File: src/gpfc_defines.svh
// Purpose: offsets, field positions and reset values for the pin function port
// Assumes: 4-bit register data, 5-bit register address
// Notes:   definitions only
`ifndef GPFC_DEFINES_SVH
`define GPFC_DEFINES_SVH

`define GPFC_ADDR_W           5
`define GPFC_DATA_W           4
`define GPFC_OFF_PORT_A_DATA  5'h08
`define GPFC_OFF_PORT_B_DATA  5'h09
`define GPFC_OFF_IRQ_ENABLE   5'h0A
`define GPFC_OFF_IRQ_REQUEST  5'h0B
`define GPFC_OFF_FUNC_SEL_0   5'h14
`define GPFC_OFF_FUNC_SEL_1   5'h15
`define GPFC_OFF_FUNC_SEL_2   5'h16
`define GPFC_OFF_PORT_A_DIR   5'h18
`define GPFC_OFF_PORT_B_DIR   5'h19
`define GPFC_OFF_CPU_IRQ      5'h00

`define GPFC_RESET_NIB        4'h0
`define GPFC_PORTB_MASK       4'h3
`define GPFC_FS1_MASK         4'hD
`define GPFC_IRQ_BIT          2
`define GPFC_CPU_IRQ_BIT      0
`define GPFC_OD_BIT           3
`define GPFC_SYS_DIV          4

`endif

File: src/gpfc_pkg.sv
// Purpose: shared types of the pin function port
// Assumes: nothing beyond the defines header
// Notes:   oscillator option codes set at programming time
package gpfc_pkg;
	typedef enum logic [2:0] {
		GPFC_OSC_CRYSTAL  = 3'h0,
		GPFC_OSC_CERAMIC  = 3'h1,
		GPFC_OSC_EXT_RC   = 3'h3,
		GPFC_OSC_INT_RC   = 3'h2,
		GPFC_OSC_EXT_CLK  = 3'h6
	} gpfc_osc_t;
endpackage

File: src/gpfc_port.sv
// Purpose: six-pin port, data/direction/pull-up, falling-edge port interrupt, pin function select
// Assumes: register port strobes synchronous to clk; pin inputs synchronous to clk
// Notes:   all outputs registered; edge sampling and request setting advance on the system-clock enable (clk / 4)
`timescale 1ns/10ps
`include "gpfc_defines.svh"

// What this block does
// - two data registers hold pin levels; two direction registers choose per-bit mode
// - direction 0 means input, 1 output; all inputs after reset
// - input pin with data bit 1 enables pull-up; open-drain pin has none
// - port-A bit 3 only pulls low, needs external pull-up for high
// - only pins configured as inputs raise the port interrupt
// - falling input edge sets request flag; both enables raise CPU request
// - select-0 bit 1: oscillator-input pin as port-B bit 1 or disabled
// - select-0 bit 3: oscillator-output pin as port-B bit 0 or disabled
// - select-1 bit 0: reset-shared pin as port-A bit 3 or disabled
// - select-1 bits 3-2: 00 port-A bit 2, 10 timer clock, x1 disabled
// - select-2 bits 1-0: sixth pin is port-A bit 1 only when 00
// - select-2 bit 3: seventh pin as port-A bit 0 or disabled
// - every reset clears data, direction, function, enable and request bits
// - unimplemented register bits read as zero
// - external RC frees port-B bit 0; internal RC frees both oscillator pins
// - oscillator and reset pin uses fixed by options; rest chosen at run time
// - edge sampling and request flags run on a system clock of oscillator frequency over four
module gpfc_port (
	input  wire logic                        clk,
	input  wire logic                        arst_n,
	input  wire gpfc_pkg::gpfc_osc_t         oscOption,
	input  wire logic                        pinResetEnable,
	input  wire logic [`GPFC_ADDR_W-1:0]     regAddr,
	input  wire logic [`GPFC_DATA_W-1:0]     regWrData,
	input  wire logic                        regWrite,
	input  wire logic                        regRead,
	output logic      [`GPFC_DATA_W-1:0]     regRdData,
	input  wire logic [3:0]                  portAIn,
	output logic      [3:0]                  portAOut,
	output logic      [3:0]                  portAOe,
	output logic      [3:0]                  portAPullUp,
	input  wire logic [1:0]                  portBIn,
	output logic      [1:0]                  portBOut,
	output logic      [1:0]                  portBOe,
	output logic      [1:0]                  portBPullUp,
	output logic                             externalTimerClockInput,
	output logic                             cpuPortIrqRequest
);
	logic [3:0] portADataReg;
	logic [1:0] portBDataReg;
	logic [3:0] portADirReg;
	logic [1:0] portBDirReg;
	logic       portIrqEnableReg;
	logic       portIrqRequestReg;
	logic       cpuPortIrqEnableReg;
	logic       cpuPortIrqRequestReg;
	logic [3:0] funcSel0Reg;
	logic [3:0] funcSel1Reg;
	logic [3:0] funcSel2Reg;
	logic [1:0] divCountReg;
	logic       sysTick;
	logic [5:0] pinLevelReg;
	logic [5:0] pinLevelNow;
	logic [5:0] pinIsIo;
	logic [5:0] pinDir;
	logic [5:0] pinData;
	logic [5:0] inputWatch;
	logic       fallSeen;
	logic       oscInIsPort;
	logic       oscOutIsPort;
	logic       resetPinIsPort;
	logic       clrRequest;
	logic       clrCpuRequest;
	logic       wrPortAData;
	logic       wrPortBData;
	logic       wrPortADir;
	logic       wrPortBDir;
	logic       wrFuncSel0;
	logic       wrFuncSel1;
	logic       wrFuncSel2;
	logic       wrIrqEnable;
	logic       wrCpuIrqEnable;
	logic       wrIrqRequest;
	logic       wrCpuIrqRequest;
	logic [3:0] readMux;
	logic [5:0] fallPerPin;

	// system-clock enable, one cycle in four
	always_ff @(posedge clk or negedge arst_n) begin
		if (!arst_n) begin
			divCountReg <= 2'h0;
		end else begin
			divCountReg <= divCountReg + 2'h1;
		end
	end
	assign sysTick = (divCountReg == 2'(`GPFC_SYS_DIV - 1));

	// oscillator-output pin is a port pin for the RC and clock options, oscillator-input pin for internal RC only
	assign oscInIsPort  = (oscOption == gpfc_pkg::GPFC_OSC_INT_RC);
	assign oscOutIsPort = (oscOption == gpfc_pkg::GPFC_OSC_INT_RC) ||
	                      (oscOption == gpfc_pkg::GPFC_OSC_EXT_RC) ||
	                      (oscOption == gpfc_pkg::GPFC_OSC_EXT_CLK);
	// reset pin use fixed by option, not by software
	assign resetPinIsPort = !pinResetEnable;

	// pin order: 0..3 port-A bits 0..3, 4..5 port-B bits 0..1
	always_comb begin
		pinIsIo = 6'h00;
		pinIsIo[0] = !funcSel2Reg[3];
		// sixth pin needs both bits clear
		pinIsIo[1] = (funcSel2Reg[1:0] == 2'h0);
		// timer-shared pin as port only for 00
		pinIsIo[2] = (funcSel1Reg[3:2] == 2'h0);
		pinIsIo[3] = resetPinIsPort && !funcSel1Reg[0];
		pinIsIo[4] = oscOutIsPort && !funcSel0Reg[3];
		pinIsIo[5] = oscInIsPort && !funcSel0Reg[1];
	end

	assign pinDir      = {portBDirReg, portADirReg};
	assign pinData     = {portBDataReg, portADataReg};
	assign pinLevelNow = {portBIn, portAIn};
	// only port pins set as inputs are watched
	// reassigned pins excluded from edge detection
	assign inputWatch  = pinIsIo & ~pinDir;
	assign fallPerPin  = inputWatch & pinLevelReg & ~pinLevelNow;
	assign fallSeen    = |fallPerPin;

	always_ff @(posedge clk or negedge arst_n) begin
		if (!arst_n) begin
			pinLevelReg <= 6'h3F;
		end else if (sysTick) begin
			pinLevelReg <= pinLevelNow;
		end
	end

	// register write decode, one strobe per register
	assign wrPortAData     = regWrite && (regAddr == `GPFC_OFF_PORT_A_DATA);
	assign wrPortBData     = regWrite && (regAddr == `GPFC_OFF_PORT_B_DATA);
	assign wrPortADir      = regWrite && (regAddr == `GPFC_OFF_PORT_A_DIR);
	assign wrPortBDir      = regWrite && (regAddr == `GPFC_OFF_PORT_B_DIR);

	assign wrFuncSel0      = regWrite && (regAddr == `GPFC_OFF_FUNC_SEL_0);
	assign wrFuncSel1      = regWrite && (regAddr == `GPFC_OFF_FUNC_SEL_1);
	assign wrFuncSel2      = regWrite && (regAddr == `GPFC_OFF_FUNC_SEL_2);

	// cpu enable and request sit at a local address pair
	assign wrIrqEnable     = regWrite && (regAddr == `GPFC_OFF_IRQ_ENABLE);
	assign wrCpuIrqEnable  = regWrite && (regAddr == `GPFC_OFF_CPU_IRQ);
	assign wrIrqRequest    = regWrite && (regAddr == `GPFC_OFF_IRQ_REQUEST);
	assign wrCpuIrqRequest = regWrite && (regAddr == `GPFC_OFF_CPU_IRQ + 5'h1);

	always_ff @(posedge clk or negedge arst_n) begin
		if (!arst_n) begin
			portADataReg <= `GPFC_RESET_NIB;
		end else if (wrPortAData) begin
			portADataReg <= regWrData;
		end
	end

	always_ff @(posedge clk or negedge arst_n) begin
		if (!arst_n) begin
			portBDataReg <= 2'h0;
		end else if (wrPortBData) begin
			portBDataReg <= regWrData[1:0];
		end
	end

	always_ff @(posedge clk or negedge arst_n) begin
		if (!arst_n) begin
			portADirReg <= `GPFC_RESET_NIB;
		end else if (wrPortADir) begin
			portADirReg <= regWrData;
		end
	end

	always_ff @(posedge clk or negedge arst_n) begin
		if (!arst_n) begin
			portBDirReg <= 2'h0;
		end else if (wrPortBDir) begin
			portBDirReg <= regWrData[1:0];
		end
	end

	// run-time function select 0, oscillator pins
	always_ff @(posedge clk or negedge arst_n) begin
		if (!arst_n) begin
			funcSel0Reg <= `GPFC_RESET_NIB;
		end else if (wrFuncSel0) begin
			funcSel0Reg <= regWrData;
		end
	end

	// select 1 has no bit 1, masked on write
	always_ff @(posedge clk or negedge arst_n) begin
		if (!arst_n) begin
			funcSel1Reg <= `GPFC_RESET_NIB;
		end else if (wrFuncSel1) begin
			funcSel1Reg <= regWrData & `GPFC_FS1_MASK;
		end
	end

	always_ff @(posedge clk or negedge arst_n) begin
		if (!arst_n) begin
			funcSel2Reg <= `GPFC_RESET_NIB;
		end else if (wrFuncSel2) begin
			funcSel2Reg <= regWrData;
		end
	end

	always_ff @(posedge clk or negedge arst_n) begin
		if (!arst_n) begin
			portIrqEnableReg <= 1'b0;
		end else if (wrIrqEnable) begin
			portIrqEnableReg <= regWrData[`GPFC_IRQ_BIT];
		end
	end

	always_ff @(posedge clk or negedge arst_n) begin
		if (!arst_n) begin
			cpuPortIrqEnableReg <= 1'b0;
		end else if (wrCpuIrqEnable) begin
			cpuPortIrqEnableReg <= regWrData[`GPFC_CPU_IRQ_BIT];
		end
	end

	// software writes 0 to clear; writing 1 leaves the flag alone
	assign clrRequest    = wrIrqRequest && !regWrData[`GPFC_IRQ_BIT];
	assign clrCpuRequest = wrCpuIrqRequest && !regWrData[`GPFC_CPU_IRQ_BIT];

	// request flags; a new edge wins over a clear in the same cycle
	always_ff @(posedge clk or negedge arst_n) begin
		if (!arst_n) begin
			portIrqRequestReg <= 1'b0;
		end else if (sysTick && fallSeen) begin
			portIrqRequestReg <= 1'b1;
		end else if (clrRequest) begin
			portIrqRequestReg <= 1'b0;
		end
	end

	always_ff @(posedge clk or negedge arst_n) begin
		if (!arst_n) begin
			cpuPortIrqRequestReg <= 1'b0;
		end else if (sysTick && fallSeen && portIrqEnableReg && cpuPortIrqEnableReg) begin
			cpuPortIrqRequestReg <= 1'b1;
		end else if (clrCpuRequest) begin
			cpuPortIrqRequestReg <= 1'b0;
		end
	end

	always_ff @(posedge clk or negedge arst_n) begin
		if (!arst_n) begin
			cpuPortIrqRequest <= 1'b0;
		end else begin
			cpuPortIrqRequest <= cpuPortIrqRequestReg && cpuPortIrqEnableReg;
		end
	end

	always_comb begin
		readMux = 4'h0;
		unique case (regAddr)
			`GPFC_OFF_PORT_A_DATA:    readMux = portADataReg;
			`GPFC_OFF_PORT_B_DATA:    readMux = {2'h0, portBDataReg};
			`GPFC_OFF_IRQ_ENABLE:     readMux = {1'b0, portIrqEnableReg, 2'h0};
			`GPFC_OFF_IRQ_REQUEST:    readMux = {1'b0, portIrqRequestReg, 2'h0};
			`GPFC_OFF_FUNC_SEL_0:     readMux = funcSel0Reg;
			`GPFC_OFF_FUNC_SEL_1:     readMux = funcSel1Reg;
			`GPFC_OFF_FUNC_SEL_2:     readMux = funcSel2Reg;
			`GPFC_OFF_PORT_A_DIR:     readMux = portADirReg;
			`GPFC_OFF_PORT_B_DIR:     readMux = {2'h0, portBDirReg};
			`GPFC_OFF_CPU_IRQ:        readMux = {3'h0, cpuPortIrqEnableReg};
			`GPFC_OFF_CPU_IRQ + 5'h1: readMux = {3'h0, cpuPortIrqRequestReg};
			default:                  readMux = 4'h0;
		endcase
	end

	// read data stands one cycle, zero otherwise
	always_ff @(posedge clk or negedge arst_n) begin
		if (!arst_n) begin
			regRdData <= 4'h0;
		end else if (regRead) begin
			regRdData <= readMux;
		end else begin
			regRdData <= 4'h0;
		end
	end

	// open-drain bit never drives a high level
	always_ff @(posedge clk or negedge arst_n) begin
		if (!arst_n) begin
			portAOut <= 4'h0;
		end else begin
			portAOut <= portADataReg & 4'h7;
		end
	end

	// direction 1 drives; reassigned pins never driven
	// open-drain bit enabled only to pull low
	always_ff @(posedge clk or negedge arst_n) begin
		if (!arst_n) begin
			portAOe <= 4'h0;
		end else begin
			portAOe <= {pinIsIo[3] & portADirReg[3] & !portADataReg[3], pinIsIo[2:0] & portADirReg[2:0]};
		end
	end

	// pull-up on input pins with data 1, never on the open-drain bit
	always_ff @(posedge clk or negedge arst_n) begin
		if (!arst_n) begin
			portAPullUp <= 4'h0;
		end else begin
			portAPullUp <= pinIsIo[3:0] & ~portADirReg & portADataReg & 4'h7;
		end
	end

	always_ff @(posedge clk or negedge arst_n) begin
		if (!arst_n) begin
			portBOut <= 2'h0;
		end else begin
			portBOut <= portBDataReg;
		end
	end

	// oscillator pins not in port use stay released
	always_ff @(posedge clk or negedge arst_n) begin
		if (!arst_n) begin
			portBOe <= 2'h0;
		end else begin
			portBOe <= pinIsIo[5:4] & portBDirReg;
		end
	end

	always_ff @(posedge clk or negedge arst_n) begin
		if (!arst_n) begin
			portBPullUp <= 2'h0;
		end else begin
			portBPullUp <= pinIsIo[5:4] & ~portBDirReg & portBDataReg;
		end
	end

	// timer clock input routed only for code 10
	always_ff @(posedge clk or negedge arst_n) begin
		if (!arst_n) begin
			externalTimerClockInput <= 1'b0;
		end else begin
			externalTimerClockInput <= (funcSel1Reg[3:2] == 2'h2) && portAIn[2];
		end
	end
endmodule

File: config.mk
export PLATFORM = sky130hd
export DESIGN_NAME = gpfc_port
export DESIGN_NICKNAME = d
export VERILOG_FILES = /design/src/gpfc_pkg.sv /design/src/gpfc_port.sv
export VERILOG_INCLUDE_DIRS = /design/src
export SDC_FILE = /design/constraint.sdc
export NUM_CORES = 1
export LEC_CHECK = 0
export BUFFER_PORTS_ARGS = -buffer_cell sky130_fd_sc_hd__buf_2
export CORE_MARGIN = 8
export CORE_UTILIZATION = 45
export DETAILED_ROUTE_END_ITERATION = 10
export PLACE_DENSITY = 0.67
export SYNTH_ARGS = -nofsm -noshare
export SYNTH_HDL_FRONTEND = slang
export SYNTH_SLANG_ARGS = --single-unit
export TNS_END_PERCENT = 20
File: constraint.sdc
create_clock -name clk -period 2.15 [get_ports clk]
set_input_delay 0.215 -clock clk [delete_from_list [all_inputs] [get_ports clk]]
set_output_delay 0.215 -clock clk [all_outputs]
set_load 0.02 [all_outputs]
# == Word-level counts from Yosys, hierarchy flattened ==
# Cells that the tools add are included.
# classes
addsub,1
n_mul,0
div,0
magnitude_cmp,0
n_eq_ne,15
shift,0
n_mux,6
bitwise_logic,15
n_reduce_logical,37
# ops
op,count
4-bit one-hot mux with 11 select lines,1
"5-bit == test, second input constant",5
1-bit logical AND,21
"5-bit by 4-bit == test with 1-bit output, second input constant",4
6-bit AND,3
6-bit NOT,2
3-bit AND,3
1-bit zero test,8
2-bit AND,3
"3-bit by 2-bit == test with 1-bit output, second input constant",2
6-bit OR reduction,1
"5-bit by 1-bit == test with 1-bit output, second input constant",1
5-bit zero test,1
"2-bit == test, second input constant",2
2-bit zero test,2
1-bit 2-to-1 mux,4
4-bit 2-to-1 mux,1
2-bit nonzero test,2
"3-bit == test, second input constant",1
3-bit NOT,1
"2-bit by 1-bit adder with 2-bit output, second input constant",1
1-bit AND,2
1-bit logical OR,2
2-bit NOT,1
# totals
regBits,57
latchBits,0
ramBits,0
rom_bits,0
input_bits,23
out_inout_bits,24
elab_cells,96
n_memories,0

# == Logic depth before layout (Yosys ltp) ==
# Gate-level depths: netlist of run 1.
# depth
ltp_word,12
mapped_depth,6
ltp_nobuf,4

# == Least setup slack after synthesis of run 1 ==
# Ideal clock, no wire load.
# synth_path
path_kind,register to register
startpoint,reg pinLevelReg[3]
endpoint,reg cpuPortIrqRequestReg
setup_ps,76
t_arrival_ps,1417
required_ps,2074
slack_ps,657
stages_incl_launch_ff,5
path_buffers,0
period_less_slack_ps,1493
cell_sequence,dfstp_2 or4b_2 o21ai_1 o41ai_1 o21ai_1
# synth_between
elab_chain_cells,7
elab_cells_between_ends,8
classes_between,mux: 1; bitwise: 2; reduce/logical: 5
# synth_rtl
item,line,rtl
from (decl),gpfc_port.sv:59,logic [5:0] pinLevelReg;
from (signal assigned),gpfc_port.sv:129,pinLevelReg <= pinLevelNow;
6-bit AND * (2 in series),gpfc_port.sv:122,assign fallPerPin = inputWatch & pinLevelReg & ~pinLevelNow;
6-bit OR reduction *,gpfc_port.sv:123,assign fallSeen = |fallPerPin;
1-bit logical AND * (3 in series),gpfc_port.sv:241,end else if (sysTick && fallSeen && portIrqEnableReg && cpuPortIrqEnableReg) begin
1-bit 2-to-1 mux / 2-bit nonzero test (equally long branches),--,
to (signal assigned),gpfc_port.sv:240,cpuPortIrqRequestReg <= 1'b0;
to (signal assigned),gpfc_port.sv:242,cpuPortIrqRequestReg <= 1'b1;
to (signal assigned),gpfc_port.sv:244,cpuPortIrqRequestReg <= 1'b0;
to (decl),gpfc_port.sv:53,logic cpuPortIrqRequestReg;
# Mark *: on every way between the ends. The rest lies on a longest branch, timed or not.
# A chain may end at the register's enable or synchronous reset.

# == Worst setup path after layout of run 1 ==
# layout_path
startpoint,reg funcSel1Reg[2]
endpoint,reg cpuPortIrqRequestReg
# layout_between
elab_chain_cells,9
elab_cells_between_ends,10
classes_between,mux: 1; bitwise: 3; reduce/logical: 6
# layout_rtl
item,line,rtl
from (decl),gpfc_port.sv:55,logic [3:0] funcSel1Reg;
from (signal assigned),gpfc_port.sv:193,funcSel1Reg <= `GPFC_RESET_NIB;
from (signal assigned),gpfc_port.sv:195,funcSel1Reg <= regWrData & `GPFC_FS1_MASK;
2-bit zero test *,gpfc_port.sv:110,pinIsIo[2] = (funcSel1Reg[3:2] == 2'h0);
6-bit AND *,gpfc_port.sv:121,assign inputWatch = pinIsIo & ~pinDir;
6-bit AND * (2 in series),gpfc_port.sv:122,
6-bit OR reduction *,gpfc_port.sv:123,
1-bit logical AND * (3 in series),gpfc_port.sv:241,
1-bit 2-to-1 mux / 2-bit nonzero test (equally long branches),--,
# Marks and branches as above.

==> key figures, run 1 <==
Yosys
  • Synth top area share: 0.504
  • Syn Area/Cell: 13.1 sq um
  • Number of flops mapped to enable cells by yosys: 0
  • YS warnings: 0
  • Yosys reg bits: 57
  • Asr flop ratio synth: 1.00
  • Synthesized area: 2530 sq um
  • Top FF cell, synth: dfrtp_1
  • Synth area leader: dfrtp_1
  • Cells after Synth: around 190
  • Synth top area cells: dfrtp_1 50%, mux2_1 8.5%, dfstp_2 6.2%
  • Cell variety after synth: 48
  • Post-synthesis sequential area ratio: 0.567

Setup path
  • Arrival time worst endpoint: 1.89 ns
  • Critical path class: flip-flop to flip-flop
  • CP max stage cell: o41ai_1
  • Critical path capture point type: flip-flop
  • Reg2reg end: cpuPortIrqRequestReg$_DFFE_PN0P_
  • FF-to-FF path depth: 4
  • Critical Path RT: 2.34 ns
  • Slowest stage delay, CP: just over 0.6 ns
  • Crit-path cells: nor3_1 > a32o_1 > o41ai_1 > o21ai_1
  • Worst path depth: 4
  • Worst Path Buf+Inv: 0
  • Crit path max-delay family: compound AO/OA/AOI/OAI gates
  • Worst r2r src: funcSel1Reg[2]$_DFFE_PN0P_
  • Worst-path maximum fanout: 5
  • R2R Setup Slk: 0.45 ns
  • Critical Path Source Type: flip-flop

GRT
  • Initial antenna violation count: 0
  • Vias in the first global route: 1805
  • Tot GR Track Use: 0.140
  • Largest net degree at the start of global routing: 31
  • First-pass GRT wire length: 9110 um
  • Total grt overflow: 0

Final layout
  • Final instance area: 3060 sq um
  • # diodes: 0
  • Most frequent cells in the layout: 51 x dfrtp_1, 44 x buf_2, 19 x mux2_1
  • Commonest non-fill, non-tap cell in the layout: dfrtp_1
  • Area Growth Syn to Fin: 21.0%
  • Nets: 268
  • Share of layout cells above drive strength 1: 0.365
  • Fin util: 0.559

Floorplanning
  • Initial Util: 0.462
  • Overall die width: approximately 91 um
  • Die footprint: about 8300 sq um
  • Boundary pin count: 47
  • Core ar.: 5470 sq um
  • FP Rows: 27
  • Die H: 91.0 um

Timing
  • RSZ-0062 raised after global routing: no
  • Final Slew Violations: 0
  • Tmin final: roughly 1.7 ns
  • F_max: 589 MHz
  • Worst-Margin Slew: 0.605 ns
  • Setup slack after layout: 0.453 ns
  • Final setup TNS: 0 ns
  • Tcrit/Tclk final: 0.790
  • Worst slew margin: 0.592
  • Final Hold Fails: 0
  • Clk_skew: 0.0107 ns
  • Final setup vio count: 0

Worst hold path
  • Hold Path Sink: portAOe[3]$_DFF_PN0_
  • HP Start: pinResetEnable
  • Hold Path Class: primary input to flip-flop
  • Worst hold path depth: 2

Clock tree
  • CTS tree: yes
  • Clk sink count: 57
  • Max Root-Sink Buffers: 2
  • H-tree depth: 3
  • Hold buffers post-CTS: 1
  • Setup repair bufs after CTS: 0
  • PostCTS Resize Cnt: 0
  • Worst skew pair latency: approximately 0.33 ns
  • CTS Root Cell: clkbuf_8
  • CTS clock-pin slew for the worst setup and hold paths: 0.07 ns
  • Number of buffers created by CTS: 9

Place
  • Final HPWL DP: 4020 um
  • Post-DP Area: 2820 sq um
  • PortBufs: 44
  • Placement Setup Slack: 0.391 ns
  • GPL Wtd Cong: 0.856

Pwr
  • Total power: 0.00288 W
  • Max VDD drop: roughly 500 uV
  • Pleak: 1.45 nW
  • PD cells: 942 nW/um^2

Detailed routing
  • Drt total wl: roughly 5400 um
  • DRT Pass-1 Iters: 4
  • DR iter-0 viols: 79
  • Post-route ant nets: 0
  • Vias per std cell: 5.26
  • Wirelength per Cell: 16.9 um
  • Drt drc: 0
  • Routed via count: between 1500 and 2000

Run
  • Max Cap Viol: 0

Run status
  • Status: completed
==> cell usage after synthesis, types with 2 or more instances <==
library cell,number
dfrtp_1,51
mux2_1,19
nand2_1,13
mux2_2,12
dfstp_2,6
inv_1,6
a211oi_1,5
nand3b_1,5
nor2b_1,5
and3_1,4
nor3b_1,4
nor4b_1,4
a22oi_1,3
and2_1,3
buf_2,3
buf_4,3
nand2b_1,3
nor2_1,3
nor3_1,3
a221oi_1,2
inv_2,2
mux2_4,2
mux2i_1,2
nand3_1,2
nor4_4,2
o21ai_1,2
o31ai_1,2
or4b_2,2
==> kinds of logic (layout without fill, tap and decap cells) <==
family                     Yosys count  after routing  synth area share
muxes                               35             35             0.158
buffers and inverters               15             70            0.0282
and+or+nand+nor                     61             61             0.172
other                                1              2           0.00148
DFF                                 57             57             0.567
adders and majority gates            2              2           0.00940
AOI/OAI and AO/OA                   22             22            0.0648
==> sequential cells by signal, indices dropped and copies added (netlist names), 2 cells and up <==
register and count:
funcSel2Reg 4, portADirReg 4, portBOut 2, portBDataReg 2
portBOe 2, regRdData 4, funcSel0Reg 4, portAOut 3
divCountReg 2, portADataReg 4, portAPullUp 3, funcSel1Reg 3
portAOe 4, portBDirReg 2, portBPullUp 2, pinLevelReg 6
==> report_power, final <==
part	total, W	switching, W	leakage, nW	internal [W]
combinational	0.000394	0.000216	0.604	0.000178
clock	0.00114	0.000424	0.117	0.000718
sequential	0.00135	0.000118	0.725	0.00123
==> worst max-delay path by stage <==
stage          slack [ns]                          endpoint                       start
3_5_place_dp         0.39  cpuPortIrqRequestReg$_DFFE_PN0P_  funcSel1Reg[3]$_DFFE_PN0P_
6_report             0.45  cpuPortIrqRequestReg$_DFFE_PN0P_  funcSel1Reg[2]$_DFFE_PN0P_
5_1_grt              0.38  cpuPortIrqRequestReg$_DFFE_PN0P_  funcSel1Reg[3]$_DFFE_PN0P_
2_1_floorplan        0.66  cpuPortIrqRequestReg$_DFFE_PN0P_  pinLevelReg[3]$_DFFE_PN1N_
4_1_cts              0.38  cpuPortIrqRequestReg$_DFFE_PN0P_  funcSel1Reg[3]$_DFFE_PN0P_
3_3_place_gp         0.41  cpuPortIrqRequestReg$_DFFE_PN0P_  funcSel1Reg[2]$_DFFE_PN0P_
==> metal layers <==
metal / share of wire / wire, um / vias up / GRT usage
met4: 0.029 / 155 / 0 / 0.0873
met2: 0.47 / 2580 / 43 / 0.219
li1: - / - / 812 / -
met5: 0 / 0 / - / 0
met3: 0.048 / 261 / 11 / 0.0362
met1: 0.45 / 2440 / 822 / 0.168
==> stage by stage <==
stage / hold slack, ns / std cells
2_1_floorplan: -0.0806 / 194
3_3_place_gp: 0.260 / 304
3_5_place_dp: 0.268 / 304
4_1_cts: 0.0493 / 321
5_1_grt: 0.0613 / 321
6_report: 0.0587 / 321
==> area by class of cell <==
cell class,count,area [sq um]
timing repair buffer,46,250
inverter,8,30.0
multi-input combinational,122,1030
sequential,57,1430
clock buffer,12,155
fill,484,2410
clock inverter,4,73.8
tap,72,90.1
Power figures use the tool's default switching activity.
==> run 2, diff against run 1 <==
--- a/config.mk
+++ b/config.mk
@@ -6,6 +6,7 @@
 export SDC_FILE = /design/constraint.sdc
 export NUM_CORES = 1
 export LEC_CHECK = 0
+export ABC_AREA = 1
 export BUFFER_PORTS_ARGS = -buffer_cell sky130_fd_sc_hd__buf_2
 export CORE_MARGIN = 8
 export CORE_UTILIZATION = 45
==> constraint.sdc (replaced) <==
create_clock -name clk -period 1.6 [get_ports clk]
set_input_delay 0.16 -clock clk [delete_from_list [all_inputs] [get_ports clk]]
set_output_delay 0.16 -clock clk [all_outputs]
set_load 0.02 [all_outputs]
==> run 2 against run 1 <==
Against the previous run:
- register-to-register slack gained 0.03 ns
- sequential cell count unchanged
- die area down 2.0%
- total power increased by 31%
==> key figures, run 2 <==
Run status
  • Status: completed (unchanged)

Timing
  • Final setup TNS: 0 ns (unchanged)
  • Tcrit/Tclk final: 0.698 (was 0.790)
  • Tmin final: 1.12 ns (was 1.70 ns)
  • RSZ-0062 raised after global routing: no (unchanged)
  • Final Hold Fails: 0 (unchanged)
  • Final setup vio count: 0 (unchanged)
  • Clk_skew: 0.0123 ns (was 0.0107 ns)
  • Hold WS: 0.0417 ns (was 0.0587 ns)
  • Final Slew Violations: 0 (unchanged)
  • F_max: 895 MHz (was 589 MHz)
  • Setup slack after layout: 0.483 ns (was 0.453 ns)

Setup path
  • Crit path max-delay family: simple AND/OR/NAND/NOR gates (was compound AO/OA/AOI/OAI gates)
  • Worst Path Buf+Inv: 0 (unchanged)
  • CP max stage cell: dfrtp_1 (was o41ai_1)
  • FF-to-FF path depth: 7 (was 4)
  • Critical path capture point type: flip-flop (unchanged)
  • CP startpoint: portADirReg[0]$_DFFE_PN0P_ (was funcSel1Reg[2]$_DFFE_PN0P_)
  • Slowest stage delay, CP: 0.44 ns (was 0.62 ns)
  • Critical Path RT: 1.87 ns (was 2.34 ns)
  • Worst r2r src: portADirReg[0]$_DFFE_PN0P_ (was funcSel1Reg[2]$_DFFE_PN0P_)
  • Arrival time worst endpoint: 1.39 ns (was 1.89 ns)
  • Crit-path cells: nor2_1 > nand3_1 > nand2_1 > nor2_1 > nand2_1 > nand3_1 > nand2_1 (was nor3_1 > a32o_1 > o41ai_1 > o21ai_1)
  • Critical Path Source Type: flip-flop (unchanged)
  • Critical path class: flip-flop to flip-flop (unchanged)
  • Worst path depth: 7 (was 4)
  • CP dominant cell by count: nand2_1
  • Worst-path maximum fanout: 5 (unchanged)

Floorplanning
  • FP Rows: 27 (unchanged)
  • Initial Util: 0.457 (was 0.462)
  • Core ar.: 5410 sq um (was 5470 sq um)
  • Die footprint: 8110 sq um (was 8280 sq um)
  • Boundary pin count: 47 (unchanged)
  • Die H: 90.1 um (was 91.0 um)
  • Overall die width: 90.1 um (was 91.0 um)

Place
  • GPL Wtd Cong: 0.865 (was 0.856)
  • Placement Setup Slack: 0.394 ns (was 0.391 ns)
  • Final HPWL DP: 4210 um (was 4020 um)
  • PortBufs: 44 (unchanged)

Worst hold path
  • HP Start: regRead (was pinResetEnable)
  • Hold Path Class: primary input to flip-flop (unchanged)
  • Worst hold path depth: 3 (was 2)

Pwr
  • Pleak: 1.58 nW (was 1.45 nW)
  • Total power: 0.00377 W (was 0.00288 W)
  • Max VDD drop: 622 uV (was 503 uV)
  • PD cells: 1250 nW/um^2 (was 942 nW/um^2)

Yosys
  • Synth top area share: 0.517 (was 0.504)
  • Cell variety after synth: 22 (was 48)
  • Syn Area/Cell: 8.66 sq um (was 13.1 sq um)
  • YS warnings: 0 (unchanged)
  • Synthesized area: 2470 sq um (was 2530 sq um)
  • Most frequent cells after synthesis: 75 x nand2_1, 51 x dfrtp_1, 36 x nor2_1 (was 51 x dfrtp_1, 19 x mux2_1, 13 x nand2_1)
  • Top FF cell, synth: dfrtp_1 (unchanged)
  • Number of flops mapped to enable cells by yosys: 0 (unchanged)
  • Synth top area cells: dfrtp_1 52%, nand2_1 11%, dfstp_2 6.4% (was dfrtp_1 50%, mux2_1 8.5%, dfstp_2 6.2%)
  • Cells after Synth: 285 (was 193)
  • Post-synthesis sequential area ratio: 0.581 (was 0.567)
  • Count leader, synth: nand2_1 (was dfrtp_1)
  • Asr flop ratio synth: 1.00 (unchanged)
  • Yosys reg bits: 57 (unchanged)
  • Synth area leader: dfrtp_1 (unchanged)

GRT
  • First-pass GRT wire length: 9270 um (was 9110 um)
  • Total grt overflow: 0 (unchanged)
  • Initial antenna violation count: 0 (unchanged)
  • Largest net degree at the start of global routing: 58 (was 31)
  • Vias in the first global route: 1942 (was 1805)
  • Tot GR Track Use: 0.144 (was 0.140)

Clock tree
  • CTS tree: yes (unchanged)
  • Worst skew pair latency: 0.34 ns (was 0.33 ns)
  • Clk sink count: 57 (unchanged)
  • PostCTS Resize Cnt: 0 (unchanged)
  • Setup repair bufs after CTS: 0 (unchanged)
  • Max Root-Sink Buffers: 2 (unchanged)
  • H-tree depth: 3 (unchanged)
  • CTS Root Cell: clkbuf_8 (unchanged)
  • CTS clock-pin slew for the worst setup and hold paths: 0.07 ns (about the same)
  • Number of buffers created by CTS: 9 (unchanged)

Final layout
  • Commonest non-fill, non-tap cell in the layout: nand2_1 (was dfrtp_1)
  • # diodes: 0 (unchanged)
  • Area Growth Syn to Fin: 22.0% (was 21.0%)
  • Largest reg by FF count: pinLevelReg (unchanged)
  • Most frequent cells in the layout: 75 x nand2_1, 51 x dfrtp_1, 44 x buf_2 (was 51 x dfrtp_1, 44 x buf_2, 19 x mux2_1)
  • Nets: 364 (was 268)
  • Share of layout cells above drive strength 1: 0.232 (was 0.365)
  • Max FFs per register: 6 (unchanged)

Detailed routing
  • Vias per std cell: 4.74 (was 5.26)
  • Routed via count: 1978 (was 1688)
  • DRT Pass-1 Iters: 4 (unchanged)
  • DR iter-0 viols: 96 (was 79)
  • Drt total wl: 5560 um (was 5440 um)
  • Drt drc: 0 (unchanged)
  • Wirelength per Cell: 13.3 um (was 16.9 um)
  • Post-route ant nets: 0 (unchanged)

Run
  • Max Cap Viol: 0 (unchanged)
run 2: cell count changes after synthesis, moves of 6 or more:
cell,previous run,this run
a21oi_1,1,7
inv_1,6,33
mux2_1,19,0
mux2_2,12,0
nand2_1,13,75
nand3_1,2,10
nand4_1,0,10
nor2_1,3,36
o21ai_0,1,28
run 2: kinds of logic (layout without fill, tap and decap cells):
kind of cell             after synthesis  count (layout)  share of synthesized area
AO/OA/AOI/OAI                         35              35                     0.0710
adder cells (fa/ha/maj)                1               1                    0.00507
other                                  1               2                    0.00152
flip-flops                            57              57                      0.581
buffers and inverters                 40              99                     0.0644
AND/OR/NAND/NOR                      151             151                      0.277
run 2: routing by layer:
| layer | vias up | routed length, um | GRT usage |
|---|---|---|---|
| met1 | 908 | 2620 | 0.185 |
| met5 | - | 0 | 0 |
| met2 | 48 | 2510 | 0.217 |
| met3 | 9 | 332 | 0.0466 |
| li1 | 1013 | - | - |
| met4 | 0 | 91 | 0.0624 |
run 2: path summary, 6_finish.rpt:
kind                                                endpoint  slack (ns)
setup / recovery            cpuPortIrqRequestReg$_DFFE_PN0P_        0.48
hold / removal                        regRdData[0]$_DFF_PN0_        0.04
setup reg to reg            cpuPortIrqRequestReg$_DFFE_PN0P_        0.48
hold reg to reg                        portAOut[0]$_DFF_PN0_        0.41
max in group asynchronous         pinLevelReg[4]$_DFFE_PN1N_        0.96
min in group asynchronous  externalTimerClockInput$_DFF_PN0_        0.35
run 2: final cells by class:
| cell class | count | area [sq um] |
|---|---|---|
| multi-input combinational | 189 | 880 |
| fill | 533 | 2390 |
| clock inverter | 3 | 65.1 |
| sequential | 57 | 1430 |
| timing repair buffer | 47 | 260 |
| inverter | 36 | 135 |
| tap | 72 | 90.1 |
| clock buffer | 13 | 149 |
run 2: stage by stage:
| step | instances | utilization | area [sq um] |
|---|---|---|---|
| finish | 417 | 0.557 | 3010 |
| global route | 417 | 0.557 | 3010 |
| CTS | 417 | 0.557 | 3010 |
| detailed placement | 399 | 0.514 | 2780 |
| global placement | 399 | 0.514 | 2780 |
| floorplan | 286 | - | 2470 |
run 2: repair_timing:
item,4_1_cts,5_1_grt
hold buffers,2,0
endpoints found under the setup margin,0,0
endpoints found under the hold margin,52,0
run 2: report_power, final:
part	total, W	switching [W]	internal, W
Clock	0.00145	0.000530	0.000918
Sequential	0.00180	0.000153	0.00164
Combinational	0.000523	0.000344	0.000179
Total	0.00377	0.00103	0.00274
run 2: worst min-delay path: stages:
cell and delay, ns:
buf_2 0.09, nand2_1 0.05, inv_1 0.04
